==> config.mk <==
export PLATFORM = sky130hd
export DESIGN_NAME = fzr_fault_zone_response
export DESIGN_NICKNAME = d
export VERILOG_FILES = /design/src/fzr_pkg.sv /design/src/fzr_fault_zone_response.sv
export SDC_FILE = /design/constraint.sdc
export NUM_CORES = 1
export LEC_CHECK = 0
export ABC_CLOCK_PERIOD_IN_PS = 8450
export BUFFER_PORTS_ARGS = -buffer_cell sky130_fd_sc_hd__buf_4
export CAP_MARGIN = 20
export CORE_ASPECT_RATIO = 1.25
export CORE_MARGIN = 2
export CORE_UTILIZATION = 50
export DETAILED_ROUTE_END_ITERATION = 10
export PLACE_DENSITY = 0.89
export SLEW_MARGIN = 20
export SYNTH_ARGS = -nofsm -noshare
export SYNTH_HDL_FRONTEND = slang
export SYNTH_SLANG_ARGS = --single-unit
==> constraint.sdc <==
create_clock -name clk -period 8.45 [get_ports clk]
set_clock_uncertainty 0.15 [all_clocks]
set_input_delay 0.845 -clock clk [delete_from_list [all_inputs] [get_ports clk]]
set_output_delay 0.845 -clock clk [all_outputs]
set_load 0.03 [all_outputs]
==> src/fzr_pkg.sv <==
// Purpose: Shared constants and types for the fault zone pin response block
// Assumes: 100 MHz clock, command layer delivers decoded byte commands
// Notes:   Command codes below are local choices for this block
`default_nettype none

package fzr_pkg;

  localparam int CLK_MHZ    = 100;
  localparam int CLK_PER_NS = 1000 / CLK_MHZ;

  // Fault line qualification time, in ns, and its cycle count (least time)
  localparam int QUAL_NS  = 10000;
  localparam int QUAL_CYC = (QUAL_NS + CLK_PER_NS - 1) / CLK_PER_NS;
  localparam int QUAL_W   = $clog2(QUAL_CYC + 1);

  localparam int NUM_CHAN  = 8;
  localparam int NUM_LINE  = 4;
  localparam int ZONE_CHAN = 4;
  localparam int TON_W     = 16;

  // Command codes of the registers
  localparam logic [7:0] CMD_Z0_LINE_A_SEL = 8'hE0;
  localparam logic [7:0] CMD_Z0_LINE_B_SEL = 8'hE1;
  localparam logic [7:0] CMD_Z1_LINE_A_SEL = 8'hE2;
  localparam logic [7:0] CMD_Z1_LINE_B_SEL = 8'hE3;
  localparam logic [7:0] CMD_OV_INEN_SEL   = 8'hE4;
  localparam logic [7:0] CMD_LINE_STATUS   = 8'hE5;

  // Field layout and reset values
  localparam int         SEL_FIELD_W    = 4;
  localparam logic [7:0] SEL_RESET      = 8'h00;
  localparam logic [7:0] OV_SEL_RESET   = 8'h00;
  localparam logic [7:0] READ_UNMAPPED  = 8'h00;

  typedef struct packed {
    logic       wr;
    logic       rd;
    logic [7:0] code;
    logic [7:0] data;
  } fzr_cmd_s;

  typedef struct packed {
    logic       valid;
    logic [7:0] data;
  } fzr_rsp_s;

  typedef enum logic [1:0] {
    FZR_RUN,
    FZR_HELD,
    FZR_DELAY,
    FZR_RISE
  } fzr_chan_e;

endpackage

`default_nettype wire

==> src/fzr_fault_zone_response.sv <==
// Purpose: Channel shutdown and restart on the shared open-drain fault lines
// Assumes: Lines 0,1 serve zone 0 (ch 0-3); lines 2,3 serve zone 1 (ch 4-7)
// Notes:   Turn-on delay and rise counts arrive in clock cycles per channel
`default_nettype none

module fzr_fault_zone_response
  import fzr_pkg::*;
#(
  parameter int QUAL_CYCLES = QUAL_CYC
) (
  // Clock and reset
  input  wire logic                  clk,
  input  wire logic                  rst,
  // Command port from the serial command layer
  input  wire fzr_cmd_s              cmd,
  output var  fzr_rsp_s              rsp,
  // Shared open-drain fault lines, low is asserted
  input  wire logic [NUM_LINE-1:0]   fault_line_in,
  output var  logic [NUM_LINE-1:0]   fault_line_out,
  output var  logic [NUM_LINE-1:0]   fault_line_oe,
  // Propagation enables per line and faulted-off state per channel
  input  wire logic [NUM_LINE-1:0]   line_propagation_enable,
  input  wire logic [NUM_CHAN-1:0]   chan_faulted_off,
  // Channel on requests and restart timing
  input  wire logic [NUM_CHAN-1:0]   chan_on_req,
  input  wire logic [NUM_CHAN-1:0][TON_W-1:0] turn_on_delay,
  input  wire logic [NUM_CHAN-1:0][TON_W-1:0] turn_on_rise_time,
  output var  logic [NUM_CHAN-1:0]   chan_enable,
  output var  logic [NUM_CHAN-1:0]   chan_rising,
  // Overvoltage to input enable
  input  wire logic [NUM_CHAN-1:0]   output_overvoltage_fault,
  output var  logic                  input_enable_out,
  output var  logic                  input_enable_oe,
  // Alert and status
  input  wire logic [NUM_CHAN-1:0]   line_status_clear,
  output var  logic [NUM_CHAN-1:0]   line_shutdown_status,
  output var  logic                  alert_out_n
);

  localparam int QW = $clog2(QUAL_CYCLES + 1);

  logic [NUM_LINE-1:0][SEL_FIELD_W-1:0] line_sel;
  logic [NUM_CHAN-1:0]                  ov_input_enable_select;
  logic [NUM_LINE-1:0]                  sync_a;
  logic [NUM_LINE-1:0]                  sync_b;
  logic [NUM_LINE-1:0][QW-1:0]          qual_cnt;
  logic [NUM_LINE-1:0]                  line_qualified;
  logic [NUM_CHAN-1:0]                  chan_held;
  logic [NUM_CHAN-1:0]                  shut_event;
  logic [NUM_CHAN-1:0]                  next_status;
  logic [7:0]                           rd_mux;
  logic                                 wr_line;
  logic [1:0]                           wr_idx;
  logic                                 ov_pull;
  logic [NUM_LINE-1:0]                  next_line_drive;

  // Command decode
  assign wr_line = cmd.wr && (cmd.code >= CMD_Z0_LINE_A_SEL)
                   && (cmd.code <= CMD_Z1_LINE_B_SEL);
  assign wr_idx  = 2'(cmd.code - CMD_Z0_LINE_A_SEL);

  always_ff @(posedge clk or posedge rst) begin
    if (rst) begin
      line_sel               <= '0;
      ov_input_enable_select <= OV_SEL_RESET;
    end else begin
      if (wr_line) begin
        // Upper nibble dropped: it does not exist
        line_sel[wr_idx] <= cmd.data[SEL_FIELD_W-1:0];
      end
      if (cmd.wr && cmd.code == CMD_OV_INEN_SEL) begin
        ov_input_enable_select <= cmd.data;
      end
    end
  end

  // Readback, reserved bits zero-filled
  always_comb begin
    rd_mux = READ_UNMAPPED;
    unique case (cmd.code)
      CMD_Z0_LINE_A_SEL: rd_mux = {4'h0, line_sel[0]};
      CMD_Z0_LINE_B_SEL: rd_mux = {4'h0, line_sel[1]};
      CMD_Z1_LINE_A_SEL: rd_mux = {4'h0, line_sel[2]};
      CMD_Z1_LINE_B_SEL: rd_mux = {4'h0, line_sel[3]};
      CMD_OV_INEN_SEL:   rd_mux = ov_input_enable_select;
      CMD_LINE_STATUS:   rd_mux = line_shutdown_status;
      default:           rd_mux = READ_UNMAPPED;
    endcase
  end

  always_ff @(posedge clk or posedge rst) begin
    if (rst) begin
      rsp <= '0;
    end else begin
      rsp.valid <= cmd.rd;
      rsp.data  <= cmd.rd ? rd_mux : 8'h00;
    end
  end

  // Pins come from outside: two flops before any use
  always_ff @(posedge clk or posedge rst) begin
    if (rst) begin
      sync_a <= '1;
      sync_b <= '1;
    end else begin
      sync_a <= fault_line_in;
      sync_b <= sync_a;
    end
  end

  // Qualification: count while low, restart on release
  genvar l;
  generate
    for (l = 0; l < NUM_LINE; l++) begin : g_line
      always_ff @(posedge clk or posedge rst) begin
        if (rst) begin
          qual_cnt[l] <= '0;
        end else if (sync_b[l]) begin
          qual_cnt[l] <= '0;
        end else if (qual_cnt[l] != QW'(QUAL_CYCLES)) begin
          qual_cnt[l] <= qual_cnt[l] + QW'(1);
        end
      end
      assign line_qualified[l] = (qual_cnt[l] == QW'(QUAL_CYCLES));
      // Any faulted-off channel of the zone pulls when enabled
      assign next_line_drive[l] = line_propagation_enable[l]
          && |chan_faulted_off[(l/2)*ZONE_CHAN +: ZONE_CHAN];
    end
  endgenerate

  // Zone line pair feeds its four channels, bit k to channel k of zone
  genvar c;
  generate
    for (c = 0; c < NUM_CHAN; c++) begin : g_chan
      localparam int Z = c / ZONE_CHAN;
      localparam int K = c % ZONE_CHAN;
      fzr_chan_e          st;
      fzr_chan_e          next_st;
      logic [TON_W-1:0]   cnt;
      logic               cnt_done;

      // Either qualified line of the zone whose select bit k is set holds the channel off
      assign chan_held[c] =
          (line_qualified[2*Z]   && line_sel[2*Z][K])   ||
          (line_qualified[2*Z+1] && line_sel[2*Z+1][K]);
      assign cnt_done = (cnt == '0);

      always_comb begin
        next_st = st;
        unique case (st)
          FZR_RUN:   if (chan_held[c] && chan_on_req[c]) next_st = FZR_HELD;
          FZR_HELD:  if (!chan_held[c]) next_st = FZR_DELAY;
          FZR_DELAY: if (chan_held[c]) next_st = FZR_HELD;
                     else if (cnt_done) next_st = FZR_RISE;
          FZR_RISE:  if (chan_held[c]) next_st = FZR_HELD;
                     else if (cnt_done) next_st = FZR_RUN;
        endcase
      end

      assign shut_event[c] = (next_st == FZR_HELD) && (st != FZR_HELD);

      always_ff @(posedge clk or posedge rst) begin
        if (rst) begin
          st  <= FZR_RUN;
          cnt <= '0;
        end else begin
          st <= next_st;
          if (st == FZR_HELD) begin
            cnt <= turn_on_delay[c];
          end else if (st == FZR_DELAY && cnt_done) begin
            cnt <= turn_on_rise_time[c];
          end else if (!cnt_done) begin
            cnt <= cnt - TON_W'(1);
          end
        end
      end

      always_ff @(posedge clk or posedge rst) begin
        if (rst) begin
          chan_enable[c] <= 1'b0;
          chan_rising[c] <= 1'b0;
        end else begin
          chan_enable[c] <= chan_on_req[c]
                            && (next_st == FZR_RUN || next_st == FZR_RISE);
          chan_rising[c] <= chan_on_req[c] && next_st == FZR_RISE;
        end
      end
    end
  endgenerate

  // Set wins over a clear in the same cycle
  assign next_status = (line_shutdown_status & ~line_status_clear)
                       | shut_event;
  assign ov_pull     = |(output_overvoltage_fault & ov_input_enable_select);

  always_ff @(posedge clk or posedge rst) begin
    if (rst) begin
      line_shutdown_status <= '0;
      alert_out_n          <= 1'b1;
      input_enable_out     <= 1'b0;
      input_enable_oe      <= 1'b0;
      fault_line_out       <= '0;
      fault_line_oe        <= '0;
    end else begin
      line_shutdown_status <= next_status;
      alert_out_n          <= ~|next_status;
      // Pull-down only; single flop keeps the response fast
      input_enable_out     <= 1'b0;
      input_enable_oe      <= ov_pull;
      fault_line_out       <= '0;
      fault_line_oe        <= next_line_drive;
    end
  end

endmodule

`default_nettype wire

==> results of run 1 <==
-- sequential cells by signal, summed over array words and instances (netlist names) --
signal,count
alert_out_n,1
chan_enable,8
chan_rising,8
fault_line_oe,4
g_chan.cnt,128
g_chan.st,16
input_enable_oe,1
line_sel,16
line_shutdown_status,8
ov_input_enable_select,8
qual_cnt,40
rsp,9
sync_a,4
sync_b,4
-- report_power, final --
part           internal [µW]  total [µW]  leakage (µW)  switching (µW)
clock                    800        1310      0.000490             509
combinational            283         546       0.00468             263
sequential              1320        1430       0.00309             110
total                   2400        3280       0.00826             882
-- per-layer routing --
layer	vias to the layer above	part of all wire, %	global-route usage (%)
li1	6780	-	-
met1	7005	38	32.6
met2	666	50	47.7
met3	160	6.8	4.40
met4	2	5.2	13.7
met5	-	0.036	0
-- cell usage in the layout (no fill, tap or decap), types with 7 or more instances in the layout --
cell type / instances
inv_1: 64
a22oi_1: 44
o221ai_1: 8
or4_1: 18
dfrtp_1: 246
mux2_2: 30
nand3b_1: 9
a21oi_1: 112
a22o_1: 14
xor2_1: 48
and2_1: 24
o211ai_1: 9
a211oi_1: 16
nand4_1: 15
a31oi_1: 19
dfstp_2: 9
clkbuf_16: 29
a221o_1: 19
nor4_1: 22
o21ai_0: 117
or2_2: 12
and3_1: 17
nand3_1: 39
buf_4: 360
clkinv_2: 7
nor3_1: 82
o31ai_1: 13
a221oi_1: 9
a32oi_1: 11
nor2_1: 161
or3_1: 22
a21o_1: 16
nor2b_1: 19
o22ai_1: 11
xnor2_1: 44
mux2i_1: 29
nor3b_1: 8
nand2_1: 139
ha_1: 33
-- metrics by stage --
stage | hold WS [ns] | cell area (µm²) | worst slack (ns)
2_1_floorplan | 0.195 | 15100 | 0.457
3_3_place_gp | 0.197 | 18000 | 4.76
3_5_place_dp | 0.197 | 18000 | 4.59
4_1_cts | 0.201 | 19000 | 4.53
5_1_grt | 0.202 | 19000 | 4.50
6_report | 0.199 | 19000 | 4.79
-- critical path, stage by stage, from the launching register on --
cell	delay (ns)
dfrtp_1	0.44
nor4_1	0.59
nand3_1	0.22
nor2_2	0.60
nand2_1	0.11
a21oi_1	0.20
a21oi_1	0.11
ha_1	0.20
nand2_1	0.05
o21ai_0	0.09
or4_1	0.55
nor4_1	0.23
-- final cells by class --
cell class              instances  area, µm²
clock buffers                  40        827
diodes                          2       5.00
clock inverters                12        163
multi-input cells            1281       8130
fillers                      2418      11000
inverters                      65        251
repair buffers                360       2700
well taps                     401        502
flip-flops and latches        255       6390
-- logic make-up after synthesis --
logic type,Yosys count,share of synthesized area [%]
other,1,0.0249
DFF,255,42.4
muxes,59,4.16
adders and majority gates,33,2.74
buffers and inverters,147,3.90
AOI/OAI and AO/OA,460,19.9
xor gates and xnor gates,92,5.34
and+or+nand+nor,632,21.6
-- worst max path at each step --
stage | start | end | slack, ns | depth (start not counted)
global placement | g_chan[4].cnt[13]$_DFFE_PP0P_ | alert_out_n$_DFF_PP1_ | 4.76 | 11
CTS | g_chan[4].cnt[13]$_DFFE_PP0P_ | alert_out_n$_DFF_PP1_ | 4.53 | 11
floorplan | rst | chan_enable[0]$_DFF_PP0_ | 0.46 | 1
global route | g_chan[4].cnt[13]$_DFFE_PP0P_ | alert_out_n$_DFF_PP1_ | 4.50 | 11
detailed placement | g_chan[4].cnt[13]$_DFFE_PP0P_ | alert_out_n$_DFF_PP1_ | 4.59 | 11
finish | g_chan[4].cnt[6]$_DFFE_PP0P_ | alert_out_n$_DFF_PP1_ | 4.79 | 11
==> run metrics, run 1 <==
status complete, no violations; number of antenna violations at the first check in global routing 2; remaining global-route overflow 0; count leader, synth dfrtp_1; Final Hold Fails 0; CP max FO 17; hold path startpoint sync_a[0]$_DFF_PP1_; port bufs between 300 and 400; R2R setup slack between 4 and 5 ns; cell taking the most area after synthesis dfrtp_1; max_cap viols 0; Post-synth EDFFs 0; CP Capture Type flop; H-tree levels 1; Cells after DPL about 2400; RSZ-0062 raised after global routing false; GR Util All Layers about 27%; Worst setup SP type flop; Worst-Skew Late Latency 0.55 ns; worst hold path cell count 0; Max Fclk 273 MHz; final setup vio count 0; Via Count 14600; reg2reg path depth 11; Die Span Y around 200 µm; CTS Hold Bufs 0; reg2reg start g_chan[4].cnt[6]$_DFFE_PP0P_; static leakage roughly 0.0083 µW; First-pass DRT Iterations 5; final-report max-slew violation count 0; final wirelength 44.1 mm; largest net degree at the start of global routing 116; drt via density 6.05; Synth Warn # 0; Mean Syn Cell Area about 9.0 µm²; I/O Pins 360; fin crit share roughly 43%; PnR Total Power ~3300 µW; Detail Placement HPWL between 30 and 40 mm; Non-Filler Instances roughly 2400; Seq/Total Area, Yosys 42.4%; first-pass GRT wire length about 70 mm; Area contributors post-synth dfrtp_1 41%, nor2_1 4.1%, o21ai_0 3.9%; slew margin rel. 29.2%; power per cell area 173 mW/mm²; initial core utilization about half; worst setup path class flop to flop; synth cell count leaders 246 x dfrtp_1, 163 x nor2_1, 139 x nand2_1, 117 x o21ai_0, 112 x a21oi_1; CTS Buf Count 28; Synth cell types 75; CTS tree built; layout cells sized above 1 around a quarter; chip width 159 µm; Setup Fix Bufs, Post-CTS 0; Yosys reg bits 255; core box area 0.0299 mm²; cts repair resizes 0; Clock Tree Buf Depth 3; Peak VDD IR roughly 140 µV; DRC 0; area share of the largest cell type after synthesis 40.8%; Post-Syn Area 0.0151 mm²; Worst Path Arrival 3.95 ns; Final Util 63.4%; asr flop ratio synth 100%; number of global-route vias before repair between 10000 and 15000; clk sinks 255; Primary FF master, synth dfrtp_1; Avg WL per Cell 18.3 µm; placer congestion estimate 0.956; setup TNS 0 ns; Worst Tran Pin Value 1.06 ns; Required @ worst endpoint between 8 and 9 ns; Final ANT Viol Nets 0; Hold Path Sink sync_b[0]$_DFF_PP1_; min cycle time layout ~3.7 ns; die area 0.0316 mm²; Hold Path Class flop to flop; Cells after Synth 1679; worst r2r dst alert_out_n$_DFF_PP1_; Syn-to-layout area delta 25.8%; Clock transition at path regs around 0.060 ns; Site Rows 71; nets 2340; Starting DRT DRC Count 1229; Root Buffer Master clkbuf_16
No activity file was read; power rests on OpenSTA's default activity.
==> run 2, diff against run 1 <==
Settings changed: ABC_CLOCK_PERIOD_IN_PS 8450 to 3600, PLACE_DENSITY 0.89 to 0.86.
Clock period 8.45 ns to 3.6 ns, I/O delays scaled along.
==> run 2 against run 1 <==
Non-clock buffer count increased by 245. Final area increased by 12%. Global-route usage increased by 2.5 points. Cell count increased by 10%. Clock-buffer cell count decreased by 7. Fmax increased by 8.8%. Via count increased by 9.0%. Critical path type unchanged. Highest routed layer unchanged.
==> run metrics, run 2 (synthesis gave the netlist of run 1 again) <==
Die Span Y 198 µm (unchanged); number of global-route vias before repair 16000 (+12%); Final Cell Area 0.0213 mm² (+12%); worst setup margin 0.240 ns (-4.55 ns); power per cell area 363 mW/mm² (+110%); final-report max-slew violation count 0 (unchanged); RSZ-0062 raised after global routing false; chip width 159 µm (unchanged); slew margin rel. 35.7% (+6.4 points); Syn-to-layout area delta 41.0%; Final ANT Viol Nets 0 (unchanged); Hold WS 0.00823 ns (-0.191 ns); Site Rows 71 (unchanged); clk sinks 255 (unchanged); Worst setup SP type flop; Worst Path Arrival 3.68 ns (-0.27 ns); remaining global-route overflow 0 (unchanged); Final Util 71.0% (+7.7 points); layout cells sized above 1 22.6% (-1.3 points); Required @ worst endpoint 3.92 ns (-4.82 ns); Avg WL per Cell 18.3 µm (+0.22%); Final Hold Fails 0 (unchanged); Starting DRT DRC Count 1425 (+16%); Setup Fix Bufs, Post-CTS 0 (unchanged); Cells after DPL 2394 (+1.4%); DRC 0 (unchanged); Root Buffer Master clkbuf_16; final wirelength 48.7 mm (+10%); crit path max-delay cell type or4b_2; Clock transition at path regs 0.06 ns (about the same); initial core utilization 50.4% (unchanged); max incr delay on CP 0.68 ns (+0.08 ns); pre-CTS setup slack 0.197 ns (-4.39 ns); First-pass DRT Iterations 6 (+1); CP Capture Type flop; status complete, no violations; commonest non-fill, non-tap cells in the layout 390 x buf_4, 246 x dfrtp_1, 213 x dlygate4sd3_1; Largest regs g_chan.cnt x128, qual_cnt x40; Max Fclk 298 MHz (+8.8%); CTS Buf Count 27 (-3.6%); Non-Filler Instances 2659 (+10%); final setup vio count 0 (unchanged); CP max FO 7 (-10); max reg flops 128 (unchanged); Worst-Skew Late Latency 0.54 ns (about the same); port bufs 354 (unchanged); static leakage 0.00917 µW (+11%); nets 2584 (+10%); Clock Tree Buf Depth 3 (unchanged); Hold Path Class primary input to flop; placed cell area 0.0182 mm² (+1.5%); number of antenna violations at the first check in global routing 6 (+4); die area 0.0316 mm² (unchanged); core box area 0.0299 mm² (unchanged); GR Util All Layers 29.7% (+2.5 points); min cycle time layout 3.36 ns (-0.297 ns); H-tree levels 1 (unchanged); first-pass GRT wire length 77.6 mm (+9.5%); largest net degree at the start of global routing 108 (-6.9%); Detail Placement HPWL 33.5 mm (+2.1%); Biggest register g_chan.cnt; commonest non-fill, non-tap cell in the layout buf_4; fin crit share 93.3% (+50 points); worst-path cell chain inv_1 > ha_1 > or4b_2 > nor3_1 > buf_4 > a21oi_1 > o22ai_1 > dlygate4sd3_1; max_cap viols 0 (unchanged); I/O Pins 360 (unchanged); drt via density 5.99 (-0.99%); CTS tree built; placer congestion estimate 0.938 (-1.9%); worst setup path class flop to flop; Via Count 15900 (+9.0%); Peak VDD IR 297 µV (+120%); Worst Tran Pin Value 0.961 ns (-0.0963 ns)
-- run 2: layout make-up --
type,count,area (µm²)
Antenna cell,3,7.51
Clock buffer,33,718
Clock inverter,16,171
Fill cell,2075,8670
Inverter,65,248
Multi-Input combinational cell,1281,8130
Sequential cell,255,6390
Tap cell,401,502
Timing Repair Buffer,605,5100
-- run 2: timing repair --
action / 4_1_cts / 5_1_grt
hold endpoints to repair: 420 / 0
hold buffers: 213 / 0
endpoints found under the setup margin: 0 / 1
resized for setup: 0 / 3
-- run 2: worst max-delay path: cells and delay by family (launching register included) --
family,cells,cell delay [ns]
compound gates,2,0.23
fa+ha+maj,1,0.14
buf+inv,3,0.97
flops,1,0.45
simple gates,2,1.35
-- run 2: worst paths after layout --
kind                                         startpoint                       endpoint  slack [ns]  cells after the start
setup / recovery           g_chan[5].cnt[0]$_DFFE_PP0P_  g_chan[5].cnt[12]$_DFFE_PP0P_        0.24                      8
hold / removal                    turn_on_rise_time[53]   g_chan[3].cnt[5]$_DFFE_PP0P_       0.008                      3
setup reg to reg           g_chan[5].cnt[0]$_DFFE_PP0P_  g_chan[5].cnt[12]$_DFFE_PP0P_        0.24                      8
hold reg to reg                     sync_a[0]$_DFF_PP1_            sync_b[0]$_DFF_PP1_        0.20                      0
max in group asynchronous                           rst   g_chan[7].cnt[1]$_DFFE_PP0P_        2.36                      4
min in group asynchronous                           rst  g_chan[2].cnt[10]$_DFFE_PP0P_        0.40                      4
-- run 2: metal layers --
metal | GRT usage, % | up-vias | wire length, µm | part of all wire [%]
met2 | 53.6 | 856 | 24500 | 50
met4 | 16.4 | 6 | 2650 | 5.5
met1 | 33.4 | 7576 | 18000 | 37
met3 | 5.30 | 217 | 3540 | 7.3
li1 | - | 7268 | - | -
met5 | 0 | - | 35 | 0.072
-- run 2: metrics by stage --
step | power, µW | TNS [ns]
finish | 7720 | 0
CTS | 7730 | 0
floorplan | 4140 | -64.03
global route | 8080 | 0
global placement | 4610 | 0
detailed placement | 4670 | 0
-- run 2: power breakdown --
group	leakage [µW]	internal, µW	switching (µW)
combinational	0.00566	871	677
clock	0.000426	1640	1180
sequential	0.00309	3100	255
